--- src/common/sacl_pkg.sv ---
// Package for the converter control block: register map, field layout, reset values, types.
package sacl_pkg;

  localparam logic [7:0] OFF_STATUS_CONTROL_ONE   = 8'h00;
  localparam logic [7:0] OFF_STATUS_CONTROL_TWO   = 8'h04;
  localparam logic [7:0] OFF_RESULT_HIGH          = 8'h08;
  localparam logic [7:0] OFF_RESULT_LOW           = 8'h0c;
  localparam logic [7:0] OFF_COMPARE_VALUE_HIGH   = 8'h10;
  localparam logic [7:0] OFF_COMPARE_VALUE_LOW    = 8'h14;
  localparam logic [7:0] OFF_CONFIG               = 8'h18;
  localparam logic [7:0] OFF_ANALOG_PIN_CONTROL_HI = 8'h1c;
  localparam logic [7:0] OFF_IRQ_STATUS           = 8'h20;
  localparam logic [7:0] OFF_IRQ_MASK             = 8'h24;

  localparam int SC1_CONVERSION_COMPLETE_FLAG_BIT = 7;
  localparam int SC1_COMPLETE_IRQ_ENABLE_BIT = 6;
  localparam int SC2_ACTIVE_BIT = 7;
  localparam int SC2_TRIG_BIT = 6;
  localparam int SC2_COMPARE_FUNCTION_ENABLE_BIT = 5;
  localparam int SC2_ACFGT_BIT = 4;
  localparam int IRQ_COMPLETE_BIT = 0;
  localparam int IRQ_MATCH_BIT = 1;

  localparam logic [4:0] CHANNEL_OFF     = 5'h1f;
  localparam logic [4:0] RESET_CHANNEL   = 5'h1f;
  localparam logic [1:0] RESET_CLK_SRC   = 2'h0;
  localparam logic [1:0] RESET_CLK_DIV   = 2'h0;

  localparam logic [1:0] CLK_SRC_BUS     = 2'h0;
  localparam logic [1:0] CLK_SRC_BUS_HALF = 2'h1;
  localparam logic [1:0] CLK_SRC_LOCAL   = 2'h2;
  localparam logic [1:0] CLK_SRC_ALT     = 2'h3;

  localparam logic [1:0] MODE_8BIT       = 2'h0;
  localparam logic [1:0] MODE_12BIT      = 2'h1;
  localparam logic [1:0] MODE_10BIT      = 2'h2;
  localparam logic [1:0] RESET_MODE      = 2'h0;

  localparam logic [11:0] MSB_MASK_12    = 12'h800;
  localparam logic [11:0] MSB_MASK_9     = 12'h100;
  localparam int          SAMPLE_TICKS_DEFAULT = 4;

  typedef enum logic [1:0] {
    SACL_IDLE,
    SACL_SAMPLE,
    SACL_CONVERT
  } sacl_phase_t;

  typedef struct packed {
    logic [4:0]  channel_select;
    logic        complete_irq_enable;
    logic        conversion_complete_flag;
    logic        hw_trigger_select;
    logic        compare_function_enable;
    logic        compare_greater;
    logic [3:0]  result_high;
    logic [7:0]  result_low;
    logic [3:0]  compare_value_high;
    logic [7:0]  compare_value_low;
    logic [1:0]  clock_divide_field;
    logic [1:0]  mode;
    logic [1:0]  clock_source_field;
    logic [3:0]  analog_pin_control_hi;
    logic [1:0]  irq_status;
    logic [1:0]  irq_mask;
    sacl_phase_t phase;
    logic        half_toggle;
    logic [2:0]  div_count;
    logic [7:0]  sample_count;
    logic [11:0] trial;
    logic [11:0] bit_mask;
    logic        match_prev;
    logic [31:0] prdata;
  } sacl_state_t;

endpackage : sacl_pkg

--- src/verilog/sacl_control.sv ---
// Control logic of a successive-approximation converter with an APB register slave.
//
// Function
// Converter disabled during reset and whenever channel select is all ones.
// A write to status_control_one aborts and restarts conversion unless channel is off.
// After completion with no new start the block sits idle at lowest power.
// Sequence yields twelve raw bits in 12/10-bit modes, nine in 8-bit mode.
// 10-bit result rounded across both result registers; 8-bit rounded into low only.
// Result stored, then complete flag set; interrupt raised when completion enable is one.
// With compare enabled every result is compared against the compare value registers.
// Clock source picks bus, bus halved, local async clock or alternate clock input.
// After reset the clock source is the undivided bus clock.
// Source passes a divider by one to eight; with bus halved total reaches 16.
// Alternate clock input stays usable as conversion clock in wait mode.
// Alternate clock input is not usable as conversion clock in stop3.
// Hardware trigger starts a conversion each time counter value equals modulo value.
// Counter trigger starts conversions in run, wait and stop3.
// Pin control bits 0..3 disable digital I/O of inputs 16..19 when one.
// Channel select routes any of up to 28 analog inputs.
// Software sets the bandgap buffer enable before selecting the bandgap channel.
// Clock source field is two bits, zero selecting the undivided bus clock.
//
// The implementer's own choices: the register addresses and the APB interface to the registers.
`timescale 1ns/1ps
module sacl_control
  import sacl_pkg::*;
#(
  parameter int SAMPLE_TICKS = SAMPLE_TICKS_DEFAULT
) (
  input  wire logic        pclk,
  input  wire logic        presetn,
  input  wire logic        psel,
  input  wire logic        penable,
  input  wire logic        pwrite,
  input  wire logic [7:0]  paddr,
  input  wire logic [31:0] pwdata,
  input  wire logic [3:0]  pstrb,
  output logic      [31:0] prdata,
  output logic             pready,
  output logic             pslverr,
  input  wire logic        local_async_clock,
  input  wire logic        alternate_clock_input,
  input  wire logic        sys_wait,
  input  wire logic        sys_stop3,
  input  wire logic [15:0] rtc_count_value,
  input  wire logic [15:0] rtc_modulo_value,
  input  wire logic        comparator_high,
  output logic             converter_enable,
  output logic             sample_hold,
  output logic      [4:0]  channel_out,
  output logic      [11:0] dac_code,
  output logic      [3:0]  pin_digital_disable,
  output logic             irq
);

  initial begin
    if (SAMPLE_TICKS < 1 || SAMPLE_TICKS > 255) begin
      $error("sacl_control: SAMPLE_TICKS must lie in 1..255");
    end
  end

  localparam logic [7:0] SAMPLE_LAST = 8'(SAMPLE_TICKS - 1);

  sacl_state_t s;
  sacl_state_t next_s;

  // Returns 1 when the byte address hits a mapped register.
  function automatic logic addr_valid(input logic [7:0] a);
    if (a == OFF_STATUS_CONTROL_ONE) begin
      addr_valid = 1'b1;
    end else if (a == OFF_STATUS_CONTROL_TWO) begin
      addr_valid = 1'b1;
    end else if (a == OFF_RESULT_HIGH || a == OFF_RESULT_LOW) begin
      addr_valid = 1'b1;
    end else if (a == OFF_COMPARE_VALUE_HIGH || a == OFF_COMPARE_VALUE_LOW) begin
      addr_valid = 1'b1;
    end else if (a == OFF_CONFIG || a == OFF_ANALOG_PIN_CONTROL_HI) begin
      addr_valid = 1'b1;
    end else if (a == OFF_IRQ_STATUS || a == OFF_IRQ_MASK) begin
      addr_valid = 1'b1;
    end else begin
      addr_valid = 1'b0;
    end
  endfunction : addr_valid

  // Read value of a register, zero above its width and for unmapped addresses.
  function automatic logic [31:0] read_value(input sacl_state_t r, input logic [7:0] a);
    read_value = 32'h0;
    if (a == OFF_STATUS_CONTROL_ONE) begin
      read_value[SC1_CONVERSION_COMPLETE_FLAG_BIT] = r.conversion_complete_flag;
      read_value[SC1_COMPLETE_IRQ_ENABLE_BIT] = r.complete_irq_enable;
      read_value[4:0]          = r.channel_select;
    end else if (a == OFF_STATUS_CONTROL_TWO) begin
      read_value[SC2_ACTIVE_BIT] = (r.phase != SACL_IDLE);
      read_value[SC2_TRIG_BIT]   = r.hw_trigger_select;
      read_value[SC2_COMPARE_FUNCTION_ENABLE_BIT]   = r.compare_function_enable;
      read_value[SC2_ACFGT_BIT]  = r.compare_greater;
    end else if (a == OFF_RESULT_HIGH) begin
      read_value[3:0] = r.result_high;
    end else if (a == OFF_RESULT_LOW) begin
      read_value[7:0] = r.result_low;
    end else if (a == OFF_COMPARE_VALUE_HIGH) begin
      read_value[3:0] = r.compare_value_high;
    end else if (a == OFF_COMPARE_VALUE_LOW) begin
      read_value[7:0] = r.compare_value_low;
    end else if (a == OFF_CONFIG) begin
      read_value[6:5] = r.clock_divide_field;
      read_value[3:2] = r.mode;
      read_value[1:0] = r.clock_source_field;
    end else if (a == OFF_ANALOG_PIN_CONTROL_HI) begin
      read_value[3:0] = r.analog_pin_control_hi;
    end else if (a == OFF_IRQ_STATUS) begin
      read_value[1:0] = r.irq_status;
    end else if (a == OFF_IRQ_MASK) begin
      read_value[1:0] = r.irq_mask;
    end
  endfunction : read_value

  // Rounds the raw code to the width of the mode; saturates instead of wrapping at full scale.
  function automatic logic [11:0] round_result(input logic [1:0] m, input logic [11:0] raw);
    logic [12:0] sum10;
    logic [9:0]  sum8;
    sum10 = {1'b0, raw} + 13'h002;
    sum8  = {1'b0, raw[8:0]} + 10'h001;
    if (m == MODE_10BIT) begin
      round_result = sum10[12] ? 12'h3ff : {2'h0, sum10[11:2]};
    end else if (m == MODE_8BIT) begin
      round_result = sum8[9] ? 12'h0ff : {4'h0, sum8[8:1]};
    end else begin
      round_result = raw;
    end
  endfunction : round_result

  logic        access;
  logic        wr;
  logic        rd;
  logic        src_tick;
  logic [2:0]  div_last;
  logic        conv_tick;
  logic        rtc_match;
  logic        hw_start;
  logic        sw_start;
  logic        start;
  logic        disabled;
  logic        ev_complete;
  logic        ev_match;
  logic [11:0] kept;
  logic [11:0] rounded;
  logic        cmp_ok;

  assign access = psel && penable;
  assign wr     = access && pwrite && pstrb[0];
  assign rd     = access && !pwrite;

  always_comb begin
    next_s      = s;
    ev_complete = 1'b0;
    ev_match    = 1'b0;
    kept        = 12'h0;
    rounded     = 12'h0;
    cmp_ok      = 1'b0;
    disabled    = (s.channel_select == CHANNEL_OFF);

    // Conversion clock as a tick enable on pclk; bus-derived sources stop in stop3 with the bus.
    next_s.half_toggle = !s.half_toggle;
    case (s.clock_source_field)
      CLK_SRC_BUS:      src_tick = !sys_stop3;
      CLK_SRC_BUS_HALF: src_tick = !sys_stop3 && s.half_toggle;
      CLK_SRC_LOCAL:    src_tick = local_async_clock;
      default:          src_tick = alternate_clock_input && !sys_stop3;
    endcase
    div_last  = 3'((4'h1 << s.clock_divide_field) - 4'h1);
    conv_tick = 1'b0;
    if (s.phase == SACL_IDLE) begin
      next_s.div_count = 3'h0;
    end else if (src_tick) begin
      if (s.div_count >= div_last) begin
        next_s.div_count = 3'h0;
        conv_tick        = 1'b1;
      end else begin
        next_s.div_count = s.div_count + 3'h1;
      end
    end

    // Counter match is edge detected so a match held for many cycles starts one conversion.
    rtc_match         = (rtc_count_value == rtc_modulo_value);
    next_s.match_prev = rtc_match;
    hw_start = s.hw_trigger_select && rtc_match && !s.match_prev;
    sw_start = wr && (paddr == OFF_STATUS_CONTROL_ONE) && (pwdata[4:0] != CHANNEL_OFF);
    start    = sw_start || (hw_start && !disabled);

    // Conversion sequencer.
    case (s.phase)
      SACL_IDLE: begin
        next_s.trial = 12'h0;
      end
      SACL_SAMPLE: begin
        if (conv_tick) begin
          if (s.sample_count >= SAMPLE_LAST) begin
            next_s.phase    = SACL_CONVERT;
            next_s.trial    = s.bit_mask;
            next_s.sample_count = 8'h0;
          end else begin
            next_s.sample_count = s.sample_count + 8'h1;
          end
        end
      end
      default: begin
        if (conv_tick) begin
          kept = comparator_high ? s.trial : (s.trial & ~s.bit_mask);
          if (s.bit_mask[0]) begin
            rounded = round_result(s.mode, kept);
            if ({s.compare_value_high, s.compare_value_low} <= rounded) begin
              cmp_ok = s.compare_greater;
            end else begin
              cmp_ok = !s.compare_greater;
            end
            if (!s.compare_function_enable || cmp_ok) begin
              next_s.result_high = (s.mode == MODE_8BIT) ? 4'h0 : rounded[11:8];
              next_s.result_low  = rounded[7:0];
              ev_complete        = 1'b1;
              ev_match           = s.compare_function_enable;
            end
            next_s.phase = SACL_IDLE;
            next_s.trial = 12'h0;
          end else begin
            next_s.bit_mask = s.bit_mask >> 1;
            next_s.trial    = kept | (s.bit_mask >> 1);
          end
        end
      end
    endcase

    // Register writes land at the access edge; pstrb[0] covers every implemented field.
    if (wr) begin
      if (paddr == OFF_STATUS_CONTROL_ONE) begin
        next_s.channel_select      = pwdata[4:0];
        next_s.complete_irq_enable = pwdata[SC1_COMPLETE_IRQ_ENABLE_BIT];
        next_s.conversion_complete_flag = 1'b0;
        next_s.phase = SACL_IDLE;
      end else if (paddr == OFF_STATUS_CONTROL_TWO) begin
        next_s.hw_trigger_select       = pwdata[SC2_TRIG_BIT];
        next_s.compare_function_enable = pwdata[SC2_COMPARE_FUNCTION_ENABLE_BIT];
        next_s.compare_greater         = pwdata[SC2_ACFGT_BIT];
      end else if (paddr == OFF_COMPARE_VALUE_HIGH) begin
        next_s.compare_value_high = pwdata[3:0];
      end else if (paddr == OFF_COMPARE_VALUE_LOW) begin
        next_s.compare_value_low = pwdata[7:0];
      end else if (paddr == OFF_CONFIG) begin
        next_s.clock_divide_field = pwdata[6:5];
        next_s.mode               = pwdata[3:2];
        next_s.clock_source_field = pwdata[1:0];
      end else if (paddr == OFF_ANALOG_PIN_CONTROL_HI) begin
        next_s.analog_pin_control_hi = pwdata[3:0];
      end else if (paddr == OFF_IRQ_MASK) begin
        next_s.irq_mask = pwdata[1:0];
      end
    end

    // Reading the low result acknowledges completion; a completion in that same cycle wins.
    if (rd && paddr == OFF_RESULT_LOW) begin
      next_s.conversion_complete_flag = 1'b0;
    end
    if (rd && paddr == OFF_IRQ_STATUS) begin
      next_s.irq_status = 2'h0;
    end
    if (ev_complete) begin
      next_s.conversion_complete_flag = 1'b1;
      if (s.complete_irq_enable) begin
        next_s.irq_status[IRQ_COMPLETE_BIT] = 1'b1;
      end
    end
    if (ev_match) begin
      next_s.irq_status[IRQ_MATCH_BIT] = 1'b1;
    end

    // A start aborts whatever runs and begins sampling afresh.
    if (start) begin
      next_s.phase        = SACL_SAMPLE;
      next_s.sample_count = 8'h0;
      next_s.div_count    = 3'h0;
      next_s.trial        = 12'h0;
      next_s.bit_mask     = (s.mode == MODE_8BIT) ? MSB_MASK_9 : MSB_MASK_12;
    end
    if (next_s.channel_select == CHANNEL_OFF) begin
      next_s.phase = SACL_IDLE;
    end

    // Read data is captured in the setup cycle so prdata comes from a flip-flop.
    if (psel && !penable) begin
      next_s.prdata = read_value(s, paddr);
    end
  end

  always_ff @(posedge pclk or negedge presetn) begin
    if (!presetn) begin
      s                    <= '0;
      s.channel_select     <= RESET_CHANNEL;
      s.clock_source_field <= RESET_CLK_SRC;
      s.clock_divide_field <= RESET_CLK_DIV;
      s.mode               <= RESET_MODE;
      s.phase              <= SACL_IDLE;
      s.bit_mask           <= MSB_MASK_12;
    end else begin
      s <= next_s;
    end
  end

  assign prdata              = s.prdata;
  assign pready              = access;
  assign pslverr             = access && !addr_valid(paddr);
  assign converter_enable    = (s.phase != SACL_IDLE);
  assign sample_hold         = (s.phase == SACL_SAMPLE);
  assign channel_out         = s.channel_select;
  assign dac_code            = s.trial;
  assign pin_digital_disable = s.analog_pin_control_hi;
  assign irq                 = |(s.irq_status & s.irq_mask);

endmodule : sacl_control

--- config.mk ---
export PLATFORM = sky130hd
export DESIGN_NAME = sacl_control
export DESIGN_NICKNAME = d
export VERILOG_FILES = /design/src/common/sacl_pkg.sv /design/src/verilog/sacl_control.sv
export SDC_FILE = /design/constraint.sdc
export NUM_CORES = 1
export LEC_CHECK = 0
export BUFFER_PORTS_ARGS = -buffer_cell sky130_fd_sc_hd__buf_4
export CAP_MARGIN = 20
export CORE_ASPECT_RATIO = 2
export CORE_MARGIN = 2
export CORE_UTILIZATION = 59
export DETAILED_ROUTE_END_ITERATION = 6
export PLACE_DENSITY = 0.93
export RECOVER_POWER = 25
export SKIP_LAST_GASP = 1
export SYNTH_ARGS = -nofsm -noshare
export SYNTH_HDL_FRONTEND = slang
export SYNTH_SLANG_ARGS = --single-unit
--- constraint.sdc ---
create_clock -name pclk -period 9.5 [get_ports pclk]
set_clock_uncertainty 0.05 [all_clocks]
set_input_delay 0 -clock pclk [delete_from_list [all_inputs] [get_ports pclk]]
set_output_delay 0 -clock pclk [all_outputs]
set_load 0.05 [all_outputs]
==> summary.txt <==
Root Driver = clkbuf_16
Via count of the first global-routing pass = 5,577
Die span in x = 77.1 um
Mapped Area = 6300 um2
Worst-skew pair later-pin latency = 350 ps
CTS tree = done
P per Cell Area = 124 nW/um2
CORE AREA = 10,500 um2
IO Pins = 144
Initial Util = 0.602
Maximum vdd drop = 102 uV
Post-DP Area = 6780 um2
Violated checks = max-capacitance violations, max-slew violations
Post-CTS Setup Bufs = 0
# H-tree levels = 3
LEAKAGE = 0.00318 uW
Final hold vios = 0
Critical path's slowest cell = o31ai_4
CP peak stage delay = 770 ps
Ys async rst share = 1.00
Crit path kind = flip-flop to flip-flop
Filler cells = 848
Final #Nets = 841
Area Overhead vs Synth = 11.7%
Die Ht = 150 um
Vias = 5,472
Yosys warns = 0
Worst-margin pin slew = 4260 ps
Endpoint type of the worst setup path = flip-flop
GRT Resource Usage Total = 0.312
Worst min-delay path class = input port to flip-flop
Row cnt = 53
Fin. max-slew vios = 80
Wire length per cell = 20.2 um
Max-Cap Viols = 1
Max clock buf depth = 2
WP buf/inv = 2
I/O Buffers = 91
ANT cells = 0
Clock transition at path regs = 70 ps
Total routed wirelength = 17.8 mm
Crit start category = flip-flop
Worst-path fanout max = 14
Mean Syn Cell Area = 9.39 um2
Mapped Cells = 671
Crit-path leading delay family = compound AO/OA/AOI/OAI gates
Relative slew slack = -1.84
Layout cells sized above 1 = 0.186
Sequential share of the synthesized area = 0.378
Status = finished with violations
Aggregate global routing overflow = 0
CTS sink count = 95
EDFF count, synth = 0
Initial antenna violation count = 0
Final Setup Violations = 0
Die area = 11,600 um2
Post-synthesis register bit count = 95
Global-route wire length before repair = 27.9 mm
Setup Total Neg Slack = 0 ps
Routed Antenna Nets = 0
Num CTS Buffers = 9
Ordered cell list for the critical path = inv_1, o21ai_0, inv_1, ha_1, and3_2, o2111ai_1, nor3_1, nor4_1, a211o_1, ha_1, and3_1, a221o_1, a211oi_1, nor3_1, o31ai_4, mux2_2
Crit path required time = 9690 ps
Fmax = 0.179 GHz
DR iter-0 viols = 384
Synth cell types = 74
Largest net degree at the start of global routing = 80
Vias per std cell = 6.23
WP data arrival = 5790 ps
Final Cycle Share = 0.589
DRC Markers = 0
RSZ-0062 raised after global routing = false
DP Wirelength = 13.2 mm
Design Area, Final = 7040 um2
GP Congestion = 0.940
Crit path time final = 5600 ps
Synth Flop Type = dfrtp_1
Total iterations of the first detailed-routing run = 6
layout by cell type, fill, tap and decap left out, types with 11 or more instances in the layout:
cell type	synthesis	final
dfrtp_1	89	89
xor2_1	17	17
ha_1	19	19
a21oi_1	30	30
mux2_2	34	34
nor3_1	12	12
nor4_1	11	11
o21ai_0	43	43
conb_1	1	24
inv_1	35	35
nor2_1	49	49
clkbuf_1	11	36
nand3_1	11	11
mux2i_1	32	32
nand2_1	55	55
buf_4	56	61
stage by stage:
stage | util | total power, uW | hold slack, ps | setup slack, ps | std cells
3_5_place_dp | 0.647 | 530 | -179 | 4040 | 851
3_3_place_gp | 0.647 | 527 | -184 | 4120 | 851
5_1_grt | 0.672 | 904 | 95.9 | 3670 | 878
6_report | 0.672 | 874 | 47.5 | 3900 | 878
2_1_floorplan | - | 494 | -346 | 5200 | 694
4_1_cts | 0.683 | 875 | 6.96 | 4000 | 877
per-layer routing:
| metal | wire length (um) | track usage | up-vias | share of wire |
|---|---|---|---|---|
| met2 | 9790 | 0.586 | 244 | 0.55 |
| met1 | 6000 | 0.302 | 2661 | 0.34 |
| met5 | 0 | 0 | - | 0 |
| met4 | 1270 | 0.233 | 0 | 0.072 |
| li1 | - | - | 2483 | - |
| met3 | 696 | 0.0462 | 84 | 0.039 |
path summary, 6_finish.rpt:
path / slack (ps) / end / cells after the start / startpoint
max in group asynchronous: 4560 / prdata[0] / 3 / presetn
hold reg to reg: 360 / s[68] / 1 / s[68]
setup reg to reg: 3900 / s[97] / 16 / s[34]
hold / removal: 50 / s[74] / 4 / paddr[3]
setup / recovery: 3900 / s[97] / 16 / s[34]
min in group asynchronous: 260 / s[32] / 2 / presetn
power by group:
| group | internal (uW) | switching [uW] | leakage [uW] | total [uW] |
|---|---|---|---|---|
| clock | 182 | 166 | 0.000132 | 348 |
| sequential | 411 | 5.20 | 0.00126 | 416 |
| combinational | 35.1 | 74.7 | 0.00179 | 110 |
| total | 628 | 246 | 0.00318 | 874 |
worst reg2reg max path, stage by stage (launching register included):
cell       delay (ps)
dfrtp_1           440
inv_1             120
o21ai_0           200
inv_1             250
ha_1              270
and3_2            190
o2111ai_1         300
nor3_1            650
nor4_1            120
a211o_1           330
ha_1              300
and3_1            210
a221o_1           400
a211oi_1          330
nor3_1            140
o31ai_4           770
mux2_2            420
cells in the mapped netlist, drive strengths merged, types with 13 or more instances:
master	instances	area, um2
o21ai	44	224
buf	66	468
nor3	13	70.1
xor2	17	149
inv	35	131
mux2	34	383
a21oi	30	150
ha	19	238
mux2i	32	320
nor2	49	184
nor4	13	103
dfrtp	89	2230
nand2	55	206
cell families after synthesis:
kind of cell,share of synthesized area
multiplexers,0.112
AO/OA/AOI/OAI,0.178
adder cells (fa/ha/maj),0.0377
other,0.000595
buffers and inverters,0.102
AND/OR/NAND/NOR,0.159
flip-flops,0.378
XOR/XNOR,0.0334
state kept, by name, summed over array words and instances, names as in the netlist:
register             count
dac_code                12
s                       66
channel_out              5
pin_digital_disable      4
prdata                   8
what timing repair did:
action,in CTS,in global routing
endpoints found under the hold margin,51,0
hold buffers,10,0
gates resized for setup,0,0
layout make-up:
class,count,area (um2),area share
timing repair buffer,108,704,0.100
sequential,95,2380,0.339
multi-input combinational,487,3360,0.478
clock inverter,6,52.6,0.00747
tap,137,171,0.0244
clock buffer,10,229,0.0325
inverter,35,131,0.0187
Power figures use the tool's default switching activity.
